**src/apwm_regs.vh**
```
// Purpose: constants for the angle pulse output block
// Assumes: 20 MHz core clock, 4-bit byte address on the register port
// Notes: duty figures are in units of 1/81920 of a carrier period
`ifndef APWM_REGS_VH
`define APWM_REGS_VH

// core clock rate in Hz (20 000 000)
`define APWM_CLK_HZ 25'h1312D00

// register byte offsets
`define APWM_ADDR_SETUP 4'h0
`define APWM_ADDR_MASK 4'h4
`define APWM_ADDR_CTRL 4'h8
`define APWM_ADDR_STATUS 4'hC

// setup word: step, range, report enable, report style
`define APWM_SETUP_STEP_LSB 0
`define APWM_SETUP_RANGE_LSB 4
`define APWM_SETUP_EN_BIT 8
`define APWM_SETUP_STYLE_BIT 9
`define APWM_SETUP_RESET 10'h000

// mask word: one bit per fault, plus two supply masks
`define APWM_MASK_UVA_BIT 13
`define APWM_MASK_MAIN_SUPPLY_LOW_BIT 14
`define APWM_MASK_RESET 15'h0000

// control word: write one clears the host-cleared fault
`define APWM_CTRL_CLR_BIT 0

// status word fields
`define APWM_STAT_ERR_BIT 16
`define APWM_STAT_REL_BIT 17
`define APWM_STAT_PIN_BIT 18
`define APWM_STAT_CODE_LSB 24

// fault index equals priority minus one
`define APWM_F_WDG 0
`define APWM_F_NVMU 1
`define APWM_F_SELF 2
`define APWM_F_PLL 3
`define APWM_F_ZERO 4
`define APWM_F_AVG 5
`define APWM_F_UV 6
`define APWM_F_FLOW 7
`define APWM_F_NVMC 8
`define APWM_F_SAT 9
`define APWM_F_FHIGH 10
`define APWM_F_TEMP 11
`define APWM_F_HOST 12
`define APWM_NFAULT 13

// duty units: full period 81920, 5 % edge 4096
`define APWM_DUTY_FULL 17'h14000
`define APWM_DUTY_EDGE 17'h01000
// 90 % span over 4096 angle codes
`define APWM_DUTY_ANGLE_LSB 17'h00012
// 5.625 % between error codes
`define APWM_DUTY_ERR_STEP 17'h01200

`endif

```
**src/apwm_top.v**
```verilog
// Purpose: open-drain angle pulse output with error duty codes
// Assumes: fault and angle inputs come from logic on this clock
// Notes: the pin is released for the high level and pulled for low
//
// Behaviour
// - duty rises linearly with angle, 0 at 5 %, full turn at 95 %
// - first 5 % of each period high, last 5 % low
// - angle is sampled at period start and held for the period
// - 12-bit angle, top high time is 4095/4096 of 90 % plus 5 %
// - 4-bit step and 3-bit range pick one of 128 carriers
// - carrier follows the fixed grid, 3125 Hz down to 98 Hz
// - pin only pulls low, releases for high
// - report enable 0 ignores faults, 1 reacts per report style
// - style 0 releases the pin while an unmasked fault is present
// - style 1 halves the carrier and shows the top fault duty
// - only the highest-priority unmasked pending fault sets the duty
// - each fault has a mask bit; a masked fault still shows as pending but never changes the pin
// - thirteen ranked faults, duty from 5 % up by 5.625 %
// - watchdog, memory and self-test faults latch until power-up
// - averaging and corrected-memory faults show once then clear
// - pll and zero-crossing faults last while their cause lasts
// - undervoltage joins the two unmasked supply-low sources
// - field low and field high last while the field is out
// - saturation and temperature last while their cause lasts
// - host-cleared fault holds until a control write clears it
// - period runs free; angle taken at each rising edge
`timescale 1ns/1ns
`include "apwm_regs.vh"

module apwm_top (
	input wire clock,
	input wire resetn,
	input wire [3:0] bus_addr,
	input wire [31:0] bus_wdata,
	input wire bus_wr,
	input wire bus_rd,
	output reg [31:0] bus_rdata_q,
	input wire [11:0] angle_in,
	input wire watchdog_fault,
	input wire nvm_uncorrectable_fault,
	input wire selftest_fault,
	input wire pll_unlock_fault,
	input wire zero_cross_fault,
	input wire averaging_fault,
	input wire analog_supply_low,
	input wire main_supply_low,
	input wire field_low_fault,
	input wire nvm_corrected_fault,
	input wire saturation_fault,
	input wire field_high_fault,
	input wire temp_range_fault,
	input wire host_cleared_fault,
	input wire pwm_pin_in,
	output reg pwm_pin_out_q,
	output reg pwm_pin_oe_q
);

localparam S_WAIT = 1'b0;
localparam S_RUN = 1'b1;

// configuration registers
reg [9:0] pulse_setup_row_q;
reg [14:0] pulse_error_mask_row_q;

// fault state
reg [12:0] pend_q;
reg [12:0] pend_d;
reg [12:0] snap_q;
reg [3:0] code_q;
reg halve_q;
reg release_q;

// period state
reg state_q;
reg [18:0] cnt_q;
reg [18:0] per_q;
reg [35:0] high_lim_q;

// pin level after two flops
reg pin_meta_q;
reg pin_sync_q;

// carrier
wire [17:0] carrier_period;
wire carrier_ready;

// decoded fields
wire [3:0] carrier_step_sel = pulse_setup_row_q[3:0];
wire [2:0] carrier_range_sel = pulse_setup_row_q[6:4];
wire err_report_en = pulse_setup_row_q[`APWM_SETUP_EN_BIT];
wire err_report_style = pulse_setup_row_q[`APWM_SETUP_STYLE_BIT];
wire [12:0] fault_mask = pulse_error_mask_row_q[12:0];

// bus decode
wire wr_setup = bus_wr && (bus_addr == `APWM_ADDR_SETUP);
wire wr_mask = bus_wr && (bus_addr == `APWM_ADDR_MASK);
wire wr_ctrl = bus_wr && (bus_addr == `APWM_ADDR_CTRL);
wire host_clear = wr_ctrl && bus_wdata[`APWM_CTRL_CLR_BIT];

// undervoltage combines the supply sources left unmasked
wire undervoltage_fault =
	(analog_supply_low &&
	!pulse_error_mask_row_q[`APWM_MASK_UVA_BIT]) ||
	(main_supply_low &&
	!pulse_error_mask_row_q[`APWM_MASK_MAIN_SUPPLY_LOW_BIT]);

// raw fault vector in priority order
wire [12:0] raw = {host_cleared_fault, temp_range_fault,
	field_high_fault, saturation_fault, nvm_corrected_fault,
	field_low_fault, undervoltage_fault, averaging_fault,
	zero_cross_fault, pll_unlock_fault, selftest_fault,
	nvm_uncorrectable_fault, watchdog_fault};

// effective faults after masking
wire [12:0] eff = pend_q & ~fault_mask;

// period boundary
wire last = (state_q == S_RUN) && (cnt_q == per_q - 19'h00001);
wire start = last || ((state_q == S_WAIT) && carrier_ready);

// scaled count: cnt times 81920
wire [35:0] cnt_scaled = {1'b0, cnt_q, 16'h0000} +
	{3'h0, cnt_q, 14'h0000};

// next period selection
reg [3:0] top_code;
reg err_now;
reg halve_n;
reg release_n;
reg [18:0] per_n;
reg [16:0] duty_n;
reg [12:0] clr_ev;
integer i;

apwm_carrier u_carrier (
	.clock(clock),
	.resetn(resetn),
	.step_sel(carrier_step_sel),
	.range_sel(carrier_range_sel),
	.period_q(carrier_period),
	.ready_q(carrier_ready)
);

// highest-priority unmasked fault
always @* begin
	top_code = 4'hF;
	for (i = `APWM_NFAULT - 1; i >= 0; i = i - 1) begin
		if (eff[i]) begin
			top_code = i[3:0];
		end
	end
end

// mode and duty of the period about to start
always @* begin
	err_now = err_report_en && (|eff);
	halve_n = err_now && err_report_style;
	release_n = err_now && !err_report_style;
	if (halve_n) begin
		per_n = {carrier_period, 1'b0};
		duty_n = `APWM_DUTY_EDGE +
			`APWM_DUTY_ERR_STEP * {13'h0000, top_code};
	end else begin
		per_n = {1'b0, carrier_period};
		duty_n = `APWM_DUTY_EDGE +
			`APWM_DUTY_ANGLE_LSB * {5'h00, angle_in};
	end
end

// one-shot faults leave once their period has been shown
always @* begin
	clr_ev = 13'h0000;
	clr_ev[`APWM_F_AVG] = last && snap_q[`APWM_F_AVG] &&
		(!halve_q || (code_q == `APWM_F_AVG) ||
		fault_mask[`APWM_F_AVG]);
	clr_ev[`APWM_F_NVMC] = last && snap_q[`APWM_F_NVMC] &&
		(!halve_q || (code_q == `APWM_F_NVMC) ||
		fault_mask[`APWM_F_NVMC]);
end

// pending faults; new events win over clears
always @* begin
	pend_d = raw;
	pend_d[`APWM_F_WDG] = pend_q[`APWM_F_WDG] |
		raw[`APWM_F_WDG];
	pend_d[`APWM_F_NVMU] = pend_q[`APWM_F_NVMU] |
		raw[`APWM_F_NVMU];
	pend_d[`APWM_F_SELF] = pend_q[`APWM_F_SELF] |
		raw[`APWM_F_SELF];
	pend_d[`APWM_F_AVG] = raw[`APWM_F_AVG] |
		(pend_q[`APWM_F_AVG] & ~clr_ev[`APWM_F_AVG]);
	pend_d[`APWM_F_NVMC] = raw[`APWM_F_NVMC] |
		(pend_q[`APWM_F_NVMC] & ~clr_ev[`APWM_F_NVMC]);
	pend_d[`APWM_F_HOST] = raw[`APWM_F_HOST] |
		(pend_q[`APWM_F_HOST] & ~host_clear);
end

always @(posedge clock) begin
	if (!resetn) begin
		pend_q <= 13'h0000;
	end else begin
		pend_q <= pend_d;
	end
end

// configuration writes
always @(posedge clock) begin
	if (!resetn) begin
		pulse_setup_row_q <= `APWM_SETUP_RESET;
		pulse_error_mask_row_q <= `APWM_MASK_RESET;
	end else begin
		if (wr_setup) begin
			pulse_setup_row_q <= bus_wdata[9:0];
		end
		if (wr_mask) begin
			pulse_error_mask_row_q <= bus_wdata[14:0];
		end
	end
end

// period sequencer, free running against angle updates
always @(posedge clock) begin
	if (!resetn) begin
		state_q <= S_WAIT;
		cnt_q <= 19'h00000;
		per_q <= 19'h00001;
		high_lim_q <= 36'h000000000;
		snap_q <= 13'h0000;
		code_q <= 4'hF;
		halve_q <= 1'b0;
		release_q <= 1'b1;
	end else begin
		case (state_q)
		S_WAIT: begin
			if (carrier_ready) begin
				state_q <= S_RUN;
			end
		end
		S_RUN: begin
			cnt_q <= cnt_q + 19'h00001;
		end
		default: begin
			state_q <= S_WAIT;
		end
		endcase
		if (start) begin
			cnt_q <= 19'h00000;
			per_q <= per_n;
			high_lim_q <= per_n * duty_n;
			snap_q <= pend_q;
			code_q <= top_code;
			halve_q <= halve_n;
			release_q <= release_n;
		end
	end
end

// open-drain driver: pull low past the high time, else release
always @(posedge clock) begin
	if (!resetn) begin
		pwm_pin_out_q <= 1'b0;
		pwm_pin_oe_q <= 1'b0;
	end else begin
		pwm_pin_out_q <= 1'b0;
		if (state_q != S_RUN || release_q) begin
			pwm_pin_oe_q <= 1'b0;
		end else begin
			pwm_pin_oe_q <= (cnt_scaled >= high_lim_q);
		end
	end
end

// pin level for status
always @(posedge clock) begin
	if (!resetn) begin
		pin_meta_q <= 1'b0;
		pin_sync_q <= 1'b0;
	end else begin
		pin_meta_q <= pwm_pin_in;
		pin_sync_q <= pin_meta_q;
	end
end

// register reads, data valid the cycle after the strobe
always @(posedge clock) begin
	if (!resetn) begin
		bus_rdata_q <= 32'h00000000;
	end else if (bus_rd) begin
		case (bus_addr)
		`APWM_ADDR_SETUP: begin
			bus_rdata_q <= {22'h000000, pulse_setup_row_q};
		end
		`APWM_ADDR_MASK: begin
			bus_rdata_q <= {17'h00000, pulse_error_mask_row_q};
		end
		`APWM_ADDR_STATUS: begin
			bus_rdata_q <= {4'h0, code_q, 5'h00, pin_sync_q,
				release_q, halve_q, 3'h0, pend_q};
		end
		default: begin
			bus_rdata_q <= 32'h00000000;
		end
		endcase
	end else begin
		bus_rdata_q <= 32'h00000000;
	end
end

endmodule // apwm_top

```
**src/apwm_carrier.v**
```verilog
// Purpose: carrier period in clock cycles from step and range selects
// Assumes: selects are quasi-static configuration
// Notes: repeats a restoring division, 26 cycles per result
`timescale 1ns/1ns
`include "apwm_regs.vh"

module apwm_carrier (
	input wire clock,
	input wire resetn,
	input wire [3:0] step_sel,
	input wire [2:0] range_sel,
	output reg [17:0] period_q,
	output reg ready_q
);

// carrier in Hz, step 15 in the top slot, step 0 in the low slot
localparam [191:0] BAND0 = {12'd2797, 12'd2817, 12'd2837, 12'd2857,
	12'd2878, 12'd2899, 12'd2920, 12'd2941, 12'd2963, 12'd2985,
	12'd3008, 12'd3030, 12'd3053, 12'd3077, 12'd3101, 12'd3125};
localparam [191:0] BAND1 = {12'd2299, 12'd2326, 12'd2353, 12'd2381,
	12'd2410, 12'd2439, 12'd2469, 12'd2500, 12'd2532, 12'd2564,
	12'd2597, 12'd2632, 12'd2667, 12'd2703, 12'd2740, 12'd2778};
localparam [191:0] BAND2 = {12'd1695, 12'd1724, 12'd1754, 12'd1786,
	12'd1818, 12'd1852, 12'd1887, 12'd1923, 12'd1961, 12'd2000,
	12'd2041, 12'd2083, 12'd2128, 12'd2174, 12'd2222, 12'd2273};
localparam [191:0] BAND3 = {12'd1111, 12'd1136, 12'd1163, 12'd1190,
	12'd1220, 12'd1250, 12'd1282, 12'd1316, 12'd1351, 12'd1389,
	12'd1429, 12'd1471, 12'd1515, 12'd1563, 12'd1613, 12'd1667};
localparam [191:0] BAND4 = {12'd658, 12'd676, 12'd694, 12'd714,
	12'd735, 12'd758, 12'd781, 12'd806, 12'd833, 12'd862,
	12'd893, 12'd926, 12'd962, 12'd1000, 12'd1042, 12'd1087};
localparam [191:0] BAND5 = {12'd362, 12'd373, 12'd385, 12'd397,
	12'd410, 12'd424, 12'd439, 12'd455, 12'd472, 12'd490,
	12'd510, 12'd532, 12'd556, 12'd581, 12'd610, 12'd641};
localparam [191:0] BAND6 = {12'd191, 12'd197, 12'd203, 12'd210,
	12'd217, 12'd225, 12'd234, 12'd243, 12'd253, 12'd263,
	12'd275, 12'd287, 12'd301, 12'd316, 12'd333, 12'd352};
localparam [191:0] BAND7 = {12'd98, 12'd101, 12'd105, 12'd108,
	12'd112, 12'd116, 12'd121, 12'd126, 12'd131, 12'd137,
	12'd143, 12'd150, 12'd157, 12'd166, 12'd175, 12'd185};

reg [191:0] band;
reg [11:0] freq;
reg [4:0] cnt_q;
reg [24:0] num_q;
reg [11:0] rem_q;
reg [11:0] div_q;
reg [16:0] quo_q;
wire [12:0] trial = {rem_q, num_q[24]};
wire fits = (trial >= {1'b0, div_q});
wire [12:0] diff = trial - {1'b0, div_q};

always @* begin
	case (range_sel)
	3'h0: band = BAND0;
	3'h1: band = BAND1;
	3'h2: band = BAND2;
	3'h3: band = BAND3;
	3'h4: band = BAND4;
	3'h5: band = BAND5;
	3'h6: band = BAND6;
	default: band = BAND7;
	endcase
	freq = band[step_sel * 12 +: 12];
end

always @(posedge clock) begin
	if (!resetn) begin
		cnt_q <= 5'h00;
		num_q <= 25'h0000000;
		rem_q <= 12'h000;
		div_q <= 12'h001;
		quo_q <= 17'h00000;
		period_q <= 18'h00000;
		ready_q <= 1'b0;
	end else if (cnt_q == 5'h00) begin
		num_q <= `APWM_CLK_HZ;
		rem_q <= 12'h000;
		div_q <= freq;
		cnt_q <= 5'h19;
	end else begin
		num_q <= {num_q[23:0], 1'b0};
		rem_q <= fits ? diff[11:0] : trial[11:0];
		quo_q <= {quo_q[15:0], fits};
		cnt_q <= cnt_q - 5'h01;
		if (cnt_q == 5'h01) begin
			period_q <= {quo_q, fits};
			ready_q <= 1'b1;
		end
	end
end

endmodule // apwm_carrier

```
**config.mk**
```make
export PLATFORM = sky130hd
export DESIGN_NAME = apwm_top
export DESIGN_NICKNAME = d
export VERILOG_FILES = /design/src/apwm_top.v /design/src/apwm_carrier.v
export VERILOG_INCLUDE_DIRS = /design/src /design/src/src
export SDC_FILE = /design/constraint.sdc
export NUM_CORES = 1
export LEC_CHECK = 0
export BUFFER_PORTS_ARGS = -buffer_cell sky130_fd_sc_hd__buf_2
export CAP_MARGIN = 20
export CORE_MARGIN = 4
export CORE_UTILIZATION = 30
export CTS_CLUSTER_DIAMETER = 80
export CTS_CLUSTER_SIZE = 40
export DETAILED_ROUTE_END_ITERATION = 8
export HOLD_SLACK_MARGIN = 0.05
export PLACE_DENSITY = 0.43
export SLEW_MARGIN = 30
export SYNTH_ARGS = -nofsm -noshare
export SYNTH_HDL_FRONTEND = slang
export SYNTH_SLANG_ARGS = --single-unit
```
**constraint.sdc**
```tcl
create_clock -name clock -period 10.4 [get_ports clock]
set_clock_uncertainty 0.15 [all_clocks]
set_input_delay 0 -clock clock [delete_from_list [all_inputs] [get_ports clock]]
set_output_delay 0 -clock clock [all_outputs]
set_load 0.005 [all_outputs]
```
==> flow_summary_export.csv, run 1 <==
group,metric,value,unit
yosys,synth_area_leaders,"fa_1 (20%), dfxtp_1 (19%), ha_1 (11%), inv_1 (5.4%), nand2_1 (5.2%)",
yosys,yosysMostFrequentCell,"inv_1",
finish,drive_above_1_share,0.0681,
floorplanning,start_util,0.302,
yosys,synth_top_area_cell,"fa_1",
sta,rsz0062_at_grt,"false",
placement,place_hpwl,57.3,mm
setup_path,reg2reg_from,"pend_q[11]",
status,status,"completed",
finish,area_growth,12.9,%
clocking,clock_latency,0.59,ns
global_routing,grt_max_degree,90,
yosys,synth.avg_cell_area,8.19,µm²
floorplanning,num_io_pins,101,
placement,portBuffers,72,
clocking,cts_tree,"yes",
setup_path,critPathLaunchType,"flip-flop",
clocking,cts_buffers,23,
setup_path,setup.worst_path.end_class,"flip-flop",
worst_hold_path,whs_path_depth,4,
placement,gp_congestion,0.877,
clocking,cts.sinks,227,
setup_path,cp.required,10.76,ns
pwr,power_leakage,12.1,nW
yosys,yosys_warnings,0,
pwr,ir_drop,0.0000974,V
yosys,ys_seq_elements,227,
detailed_routing,vias,20100,
detailed_routing,postRouteWirelength,73.6,mm
setup_path,crit_fanout,9,
yosys,synth_top_cell_area_share,0.201,
global_routing,first_global_vias,20900,
setup_path,arrival,9.98,ns
sta,hold_viol,0,
sta,finalCritPeriodShare,0.925,
clocking,root_buffer,"clkbuf_16",
global_routing,antenna_found_initial,1,
yosys,syn_area,23800,µm²
global_routing,grtUsageTotal,0.177,
yosys,synth_cell_type_count,89,
yosys,synth_edf_count,0,
sta,fmax,0.104,GHz
finish,finalNetCount,3490,
floorplanning,dieWidth,290,µm
floorplanning,die_y,290,µm
detailed_routing,drt_iter0_drc,1114,
detailed_routing,ant_nets,0,
job,drv_cap,0,
sta,maxSlewHeadroom,0.432,
floorplanning,die-area,84000,µm²
yosys,ys.flop_type,"dfxtp_1",
yosys,ys_seq_area_frac,0.191,
finish,utilization,0.341,
pwr,powerDensity,123,nW/µm²
setup_path,criticalPathCategory,"flip-flop to flip-flop",
detailed_routing,wire_per_inst,18.2,µm
clocking,post-cts-setup-buffer-count,0,
yosys,async_flop_share,0,
setup_path,crit_slowest_cell,"fa_1",
finish,diodes,0,
floorplanning,rows,103,
global_routing,grt_pass1_wl,119,mm
detailed_routing,drc_errors,0,
floorplanning,coreArea,78900,µm²
yosys,netlist_top_cells_count,"inv_1 (343), nand2_1 (332), nor2_1 (329)",
clocking,max-clock-path-buffers,3,
detailed_routing,via_per_inst,4.98,
sta,worstMarginPinSlew,0.829,ns
setup_path,reg2regPathDepth,34,
worst_hold_path,hp-class,"input port to flip-flop",
global_routing,overflow,0,
setup_path,cp_slowest_stage_delay,0.56,ns
worst_hold_path,worstHoldStart,"bus_wdata[9]",
sta,finalCriticalPeriod,9.62,ns
yosys,syn_inst,2908,
sta,tns,0,ns
sta,slew_violations,0,
sta,setup_violations,0,
detailed_routing,drt_first_pass_iters,5,
setup_path,cp-startpoint,"pend_q[11]",
clocking,cts_max_level,1,
setup_path,crit_path_frequent_cell,"fa_1",
clocking,path_clk_slew,0.11,ns
==> layer usage <==
metal / track usage / routed length, µm
met1: 0.238 / 33400
met2: 0.314 / 36600
met3: 0.0133 / 2140
met4: 0.0367 / 1490
met5: 0 / 0
==> final timing paths <==
path / slack, ns / endpoint
worst max-delay path: 0.78 / high_lim_q[35]
worst min-delay path: 0.1 / pulse_setup_row_q[9]
worst max register to register: 0.78 / high_lim_q[35]
worst min register to register: 0.29 / bus_rdata_q[18]
==> power breakdown <==
part           internal, W  leakage, nW  switching [W]
sequential        0.000977         1.84      0.0000929
combinational     0.000480         9.80       0.000786
clock             0.000469        0.435       0.000499
total              0.00193         12.1        0.00138
==> repair_timing <==
action,4_1_cts,5_1_grt
resized for setup,0,0
hold buffers,78,0
endpoints found under the hold margin,70,0
==> state kept, by name, summed over array words and instances (netlist names), 10 cells and up <==
register	cells
u_carrier.rem_q	12
high_lim_q	35
pulse_setup_row_q	10
pulse_error_mask_row_q	15
u_carrier.quo_q	17
u_carrier.num_q	17
bus_rdata_q	22
per_q	19
pend_q	13
u_carrier.div_q	12
cnt_q	19
u_carrier.period_q	18
==> cell usage in the layout (no fill, tap or decap), drive strengths merged, types with 19 or more instances in the layout <==
cell | synthesis | layout
o21ai | 86 | 86
nor3 | 25 | 25
clkbuf | 125 | 23
dlygate4sd3 | 0 | 78
fa | 239 | 239
nand2 | 333 | 333
a21o | 32 | 32
mux2i | 90 | 90
xor2 | 33 | 33
xnor2 | 78 | 78
and2 | 57 | 57
and3 | 78 | 78
nand3 | 38 | 38
nor2 | 329 | 329
ha | 206 | 206
a21oi | 180 | 180
a211oi | 38 | 38
dfxtp | 227 | 227
nor2b | 33 | 33
nand2b | 47 | 47
inv | 343 | 354
a31oi | 28 | 28
buf | 41 | 116
conb | 2 | 19
==> area by class of cell <==
type,count,area [µm²]
Multi-Input combinational cell,2187,17300
Timing Repair Buffer,194,1490
Clock buffer,23,576
Sequential cell,227,4550
Tap cell,1050,1310
Clock inverter,19,339
Inverter,345,1300
Fill cell,8341,52000
==> through the flow <==
step / total power [W] / cells / hold slack [ns] / instance area, µm² / setup WS [ns]
after detailed placement: 0.00234 / 3925 / 0.0614 / 25200 / 0.718
after global placement: 0.00233 / 3925 / 0.0584 / 25200 / 0.821
after floorplan: 0.00197 / 2925 / -0.0342 / 23900 / 1.60
after CTS: 0.00336 / 4045 / 0.0534 / 26900 / 0.646
final: 0.00330 / 4045 / 0.0987 / 26900 / 0.775
after global routing: 0.00355 / 4045 / 0.0962 / 26900 / 0.146
==> cells by family (layout without fill, tap and decap cells) <==
kind of cell | after synthesis | count (layout) | synth area share
other | 2 | 19 | 0.000315
DFF | 227 | 227 | 0.191
xor gates and xnor gates | 111 | 111 | 0.0411
and+or+nand+nor | 1019 | 1019 | 0.199
buffers and inverters | 511 | 581 | 0.0845
adders and majority gates | 445 | 445 | 0.309
AOI/OAI and AO/OA | 488 | 488 | 0.130
muxes | 105 | 105 | 0.0459
==> worst max-delay path, delay by kind of cell, from the launching register on <==
| family | cells | cell delay (ns) |
|---|---|---|
| AOI/OAI and AO/OA | 13 | 2.59 |
| DFF | 1 | 0.35 |
| and+or+nand+nor | 6 | 1.35 |
| buffers and inverters | 2 | 0.10 |
| adders and majority gates | 10 | 4.17 |
| xor gates and xnor gates | 3 | 0.83 |
(Power assumes the default switching activity.)
==> inputs of run 2 (changes only) <==
--- a/config.mk
+++ b/config.mk
@@ -8,13 +8,14 @@
 export LEC_CHECK = 0
 export BUFFER_PORTS_ARGS = -buffer_cell sky130_fd_sc_hd__buf_2
 export CAP_MARGIN = 20
+export CORE_ASPECT_RATIO = 1.1
 export CORE_MARGIN = 4
 export CORE_UTILIZATION = 30
 export CTS_CLUSTER_DIAMETER = 80
 export CTS_CLUSTER_SIZE = 40
 export DETAILED_ROUTE_END_ITERATION = 8
 export HOLD_SLACK_MARGIN = 0.05
-export PLACE_DENSITY = 0.43
+export PLACE_DENSITY = 0.44
 export SLEW_MARGIN = 30
 export SYNTH_ARGS = -nofsm -noshare
 export SYNTH_HDL_FRONTEND = slang
==> constraint.sdc (replaced) <==
create_clock -name clock -period 7.7 [get_ports clock]
set_clock_uncertainty 0.15 [all_clocks]
set_input_delay 0 -clock clock [delete_from_list [all_inputs] [get_ports clock]]
set_output_delay 0 -clock clock [all_outputs]
set_load 0.005 [all_outputs]
==> run 2 against run 1 <==
  * The run now ends with setup timing left
  * Combinational power rose by 51%
  * Sequential share of layout area fell by 1.3 points
  * Total power rose by 34%
  * Sequential power rose by 36%
  * Sequential cell count did not move
  * Utilization rose by 3.0 points
  * Hold slack got worse by 0.018 ns
  * Final cell count rose by 5.3%
  * Clock power rose by 9%
  * Die area barely moved
  * First-iteration DRC count rose by 15%
  * Global-route usage rose by 0.20 points
  * Largest cell class unchanged
  * Highest routed layer unchanged
==> flow_summary_export.csv, run 2 (synthesis results as in run 1) <==
group,metric,value,unit
status,status,"finished with violations",
status,violations,"setup timing",
detailed_routing,wire_per_inst,17.9,µm
sta,finalCritPeriodShare,1.05,
detailed_routing,drt_first_pass_iters,7,
global_routing,grtUsageTotal,0.179,
finish,finalNetCount,3712,
setup_path,reg2reg_from,"pend_q[4]",
placement,gp_congestion,0.878,
detailed_routing,ant_nets,0,
clocking,max-clock-path-buffers,3,
clocking,cts_buffers,19,
finish,diodes,0,
pwr,powerDensity,151,nW/µm²
detailed_routing,via_per_inst,4.93,
floorplanning,die_y,304,µm
global_routing,first_global_vias,21900,
sta,setup_violations,17,
finish,final_area,29200,µm²
global_routing,overflow,0,
setup_path,criticalPathCategory,"flip-flop to flip-flop",
floorplanning,dieWidth,277,µm
setup_path,cp_slowest_stage_delay,0.55,ns
finish,top_register,"high_lim_q",
pwr,ir_drop,0.000118,V
setup_path,cp.required,8.01,ns
finish,final_cell_mix,"inv_1 (333), nand2_1 (323), nor2_1 (322)",
sta,tns,-4.65,ns
sta,fin_ws,-0.387,ns
floorplanning,num_io_pins,101,
setup_path,crit_slowest_cell,"fa_1",
setup_path,crit_path_frequent_cell,"fa_1",
setup_path,crit_fanout,6,
global_routing,antenna_found_initial,0,
clocking,cts.sinks,227,
detailed_routing,drt_iter0_drc,1283,
pwr,power_leakage,13.3,nW
detailed_routing,drc_errors,0,
placement,dpl-instance-area,27200,µm²
sta,hold_viol,0,
setup_path,cp-startpoint,"pend_q[4]",
detailed_routing,postRouteWirelength,76.3,mm
sta,slew_violations,0,
clocking,path_clk_slew,0.09,ns
clocking,clock_latency,0.55,ns
placement,place_hpwl,60.0,mm
sta,finalCriticalPeriod,8.09,ns
worst_hold_path,hp-class,"input port to flip-flop",
finish,final_common_cell,"inv_1",
finish,area_growth,22.6,%
finish,regArea,4560,µm²
clocking,cts_tree,"yes",
setup_path,critPathLaunchType,"flip-flop",
global_routing,grt_max_degree,78,
finish,largest_reg_flops,35,
clocking,root_buffer,"clkbuf_16",
sta,maxSlewHeadroom,0.399,
sta,fmax,0.124,GHz
finish,drive_above_1_share,0.178,
global_routing,grt_pass1_wl,122,mm
floorplanning,die-area,84000,µm²
job,drv_cap,0,
worst_hold_path,worstHoldStart,"selftest_fault",
floorplanning,rows,108,
floorplanning,start_util,0.302,
detailed_routing,vias,21000,
sta,worstMarginPinSlew,0.900,ns
sta,rsz0062_at_grt,"true",
placement,portBuffers,72,
finish,fill_cells,8184,
finish,reg_top3,"high_lim_q (35), bus_rdata_q (22)",
finish,multi_input_area,18100,µm²
setup_path,setup.worst_path.end_class,"flip-flop",
floorplanning,coreArea,78800,µm²
sta,fin_hold_ws,0.0804,ns
clocking,cts_max_level,1,
finish,utilization,0.371,
setup_path,arrival,8.39,ns
==> run 2: changes by cell type in the layout (fill, tap and decap cells not counted), moves of 9 or more <==
cell           before  now
ha_1              206  187
o21ai_0            85   74
buf_4              42  269
inv_1             343  333
dlygate4sd3_1      78   52
a21oi_2             0   13
nand2_1           332  323
a21oi_1           180  161
buf_6               1   19
ha_4                0   18
inv_2               0    9
==> run 2: repair_timing <==
item / in CTS / in global routing
resized for setup: 54 / 89
buffers inserted: 8 / 19
setup endpoints to repair: 21 / 22
hold endpoints to repair: 71 / 0
pin swaps: 27 / 44
cloned: 1 / 1
hold buffers: 52 / 0
==> run 2: layer usage <==
| metal | vias to the layer above | track usage | routed length, µm |
|---|---|---|---|
| li1 | 10200 | - | - |
| met1 | 10400 | 0.226 | 33100 |
| met2 | 396 | 0.330 | 38600 |
| met3 | 92 | 0.0166 | 2450 |
| met4 | 0 | 0.0488 | 2150 |
| met5 | - | 0 | 0 |
==> run 2: cell type report <==
class                      instances  share of cell area
multi-input combinational       2188               0.621
sequential                       227               0.156
timing repair buffer             419               0.111
tap                             1045              0.0448
inverter                         345              0.0445
clock buffer                      21              0.0169
clock inverter                    13             0.00566
==> run 2: worst max-delay path: cells and delay by family, from the launching register on <==
kind	cells	cell delay, ns
fa+ha+maj	10	3.57
simple gates	9	2.27
compound gates	7	1.24
flops	1	0.33
xor+xnor	2	0.30
buf+inv	2	0.12
==> run 2: worst paths after layout <==
kind | to | slack, ns | cells after the start
worst max-delay path | high_lim_q[32] | -0.39 | 30
worst max register to register | high_lim_q[32] | -0.39 | 30
worst min-delay path | pend_q[2] | 0.08 | 4
worst min register to register | bus_rdata_q[18] | 0.29 | 1
==> run 2: stage by stage <==
stage                     instances  power (W)  worst slack [ns]
after CTS                      4240    0.00444            -0.459
after global routing           4258    0.00473            -0.755
after floorplan                2925    0.00269            -0.102
final                          4258    0.00442            -0.387
after global placement         4145    0.00330            -0.809
after detailed placement       4145    0.00333            -0.936
==> run 2: power breakdown <==
group	switching [W]	internal [W]	total [W]	leakage [nW]
sequential	0.000127	0.00132	0.00145	1.85
clock	0.000550	0.000499	0.00105	0.318
combinational	0.00113	0.000795	0.00192	11.1
==> inputs of run 3 (changes only) <==
--- a/config.mk
+++ b/config.mk
@@ -15,7 +15,7 @@
 export CTS_CLUSTER_SIZE = 40
 export DETAILED_ROUTE_END_ITERATION = 8
 export HOLD_SLACK_MARGIN = 0.05
-export PLACE_DENSITY = 0.44
+export PLACE_DENSITY = 0.54
 export SLEW_MARGIN = 30
 export SYNTH_ARGS = -nofsm -noshare
 export SYNTH_HDL_FRONTEND = slang
==> run 3 against run 2 <==
  * The run still ends with setup timing left
  * Total power increased by 0.30%
  * Register-to-register slack got worse by 0.13 ns
  * Die area unchanged
  * Critical path type unchanged
==> flow_summary_export.csv, run 3 (synthesis results as in run 1) <==
group,metric,value,unit
status,status,"finished with violations",
status,violations,"setup timing",
finish,final_cell_mix,"inv_1 (335), nand2_1 (328), nor2_1 (319)",
finish,drive_above_1_share,0.172,
detailed_routing,wire_per_inst,16.3,µm
sta,maxSlewHeadroom,0.439,
pwr,internal_power,0.00263,W
detailed_routing,postRouteWirelength,69.8,mm
clocking,root_buffer,"clkbuf_16",
floorplanning,die_y,304,µm
sta,finalCritPeriodShare,1.07,
global_routing,grt_max_degree,78,
pwr,seqPwrFrac,0.325,
sta,fin_ws,-0.516,ns
global_routing,busiest_layer,"met2",
setup_path,cp.required,7.94,ns
sta,setup_violations,17,
finish,area_growth,23.2,%
clocking,cts_max_level,1,
sta,rsz0062_at_grt,"true",
finish,utilization,0.372,
setup_path,setup.worst_path.end_class,"flip-flop",
global_routing,grtUsageTotal,0.165,
setup_path,crit_slowest_cell,"fa_1",
job,drv_cap,0,
placement,preCtsSetupSlack,-0.995,ns
setup_path,reg2regPathDepth,30,
floorplanning,rows,108,
setup_path,arrival,8.45,ns
pwr,p_switching,0.00179,W
floorplanning,dieWidth,277,µm
setup_path,crit_path_frequent_cell,"fa_1",
pwr,power,0.00443,W
detailed_routing,drt_first_pass_iters,5,
finish,reg_top3,"high_lim_q (35), bus_rdata_q (22)",
detailed_routing,vias,20800,
setup_path,cp_slowest_stage_delay,0.53,ns
pwr,comb_power_share,0.425,
global_routing,grt_pass1_wl,113,mm
clocking,path_clk_slew,0.12,ns
placement,place_hpwl,54.2,mm
detailed_routing,drc_errors,0,
global_routing,globalRouteMet1Util,0.217,
detailed_routing,drt_iter0_drc,1516,
pwr,powerDensity,151,nW/µm²
setup_path,reg2reg_from,"pend_q[5]",
detailed_routing,ant_nets,0,
setup_path,crit_end,"high_lim_q[28]",
floorplanning,coreArea,78800,µm²
worst_hold_path,hp-class,"input port to flip-flop",
finish,final_common_cell,"inv_1",
placement,portBuffers,72,
pwr,ir_drop,0.000131,V
global_routing,met2_usage,0.291,
floorplanning,start_util,0.302,
floorplanning,num_io_pins,101,
finish,largest_reg_flops,35,
setup_path,cp-startpoint,"pend_q[5]",
global_routing,antenna_found_initial,0,
setup_path,crit_fanout,6,
pwr,swShare,0.405,
sta,hold_viol,0,
pwr,clkPwrFrac,0.250,
clocking,cts_buffers,18,
clocking,cts.sinks,227,
setup_path,r2r-end,"high_lim_q[28]",
setup_path,criticalPathCategory,"flip-flop to flip-flop",
clocking,max-clock-path-buffers,3,
placement,gp_congestion,0.909,
sta,worstMarginPinSlew,0.841,ns
sta,slew_violations,0,
sta,fmax,0.122,GHz
detailed_routing,via_per_inst,4.86,
sta,fin_hold_ws,0.0714,ns
clocking,clock_latency,0.55,ns
floorplanning,die-area,84000,µm²
setup_path,critPathLaunchType,"flip-flop",
global_routing,first_global_vias,21100,
clocking,cts_tree,"yes",
setup_path,r2r_slack,-0.52,ns
finish,top_register,"high_lim_q",
global_routing,use_met3,0.0180,
sta,finalCriticalPeriod,8.22,ns
global_routing,overflow,0,
pwr,power_leakage,13.3,nW
finish,finalNetCount,3732,
## run 3: cell types whose count changed in the layout (fill, tap and decap cells not counted), moves of 5 or more
cell,delta
a21oi_4,-5
buf_4,+13
nand2_1,+5
dlygate4sd3_1,+15
buf_6,-8
## run 3: area by class of cell
class / count / area [µm²]
Fill cell: 8210 / 49400
Multi-Input combinational cell: 2188 / 18000
Sequential cell: 227 / 4550
Timing Repair Buffer: 440 / 3420
Tap cell: 1045 / 1310
Inverter: 345 / 1300
Clock buffer: 20 / 479
Clock inverter: 12 / 250
Antenna cell: 1 / 2.50
## run 3: power groups by stage
stage | registers [W] | clock network (W) | logic, W
2_1_floorplan | 0.00142 | 0 | 0.00126
3_3_place_gp | 0.00146 | 0 | 0.00180
3_5_place_dp | 0.00146 | 0 | 0.00180
4_1_cts | 0.00144 | 0.00114 | 0.00187
5_1_grt | 0.00146 | 0.00118 | 0.00212
6_report | 0.00144 | 0.00111 | 0.00188
## run 3: metal layers
layer | share of wire | up-vias | routed length [µm]
met5 | 0 | - | 0
met4 | 0.026 | 0 | 1830
met3 | 0.039 | 93 | 2740
met2 | 0.48 | 420 | 33800
met1 | 0.45 | 10100 | 31400
li1 | - | 10200 | -
## run 3: worst max-delay path, delay by kind of cell, from the launching register on
family / cells / cell delay, ns
AOI/OAI and AO/OA: 9 / 1.78
xor gates and xnor gates: 2 / 0.31
buffers and inverters: 5 / 0.49
DFF: 1 / 0.34
adders and majority gates: 8 / 3.29
and+or+nand+nor: 6 / 1.67
## run 3: worst min path at each step
stage,startpoint,endpoint,cells past startpoint
6_report,nvm_corrected_fault,pend_q[8],4
2_1_floorplan,watchdog_fault,pend_q[0],2
3_5_place_dp,nvm_uncorrectable_fault,pend_q[1],3
4_1_cts,nvm_corrected_fault,pend_q[8],4
5_1_grt,nvm_corrected_fault,pend_q[8],4
3_3_place_gp,nvm_uncorrectable_fault,pend_q[1],3
## run 3: per-stage QoR
step	setup TNS [ns]	std cells	area, µm²
after global placement	-14.08	4155	27200
after global routing	-12.38	4277	29300
final	-5.81	4278	29300
after floorplan	-0.410	2925	24200
after detailed placement	-15.07	4155	27200
after CTS	-4.94	4265	28900
## run 3: what timing repair did
| item | 4_1_cts | 5_1_grt |
|---|---|---|
| hold buffers | 67 | 0 |
| cloned | 2 | 1 |
| setup buffers | 9 | 11 |
| hold endpoints to repair | 66 | 0 |
| resized for setup | 44 | 58 |
| pin swaps | 35 | 29 |
| setup endpoints to repair | 19 | 22 |
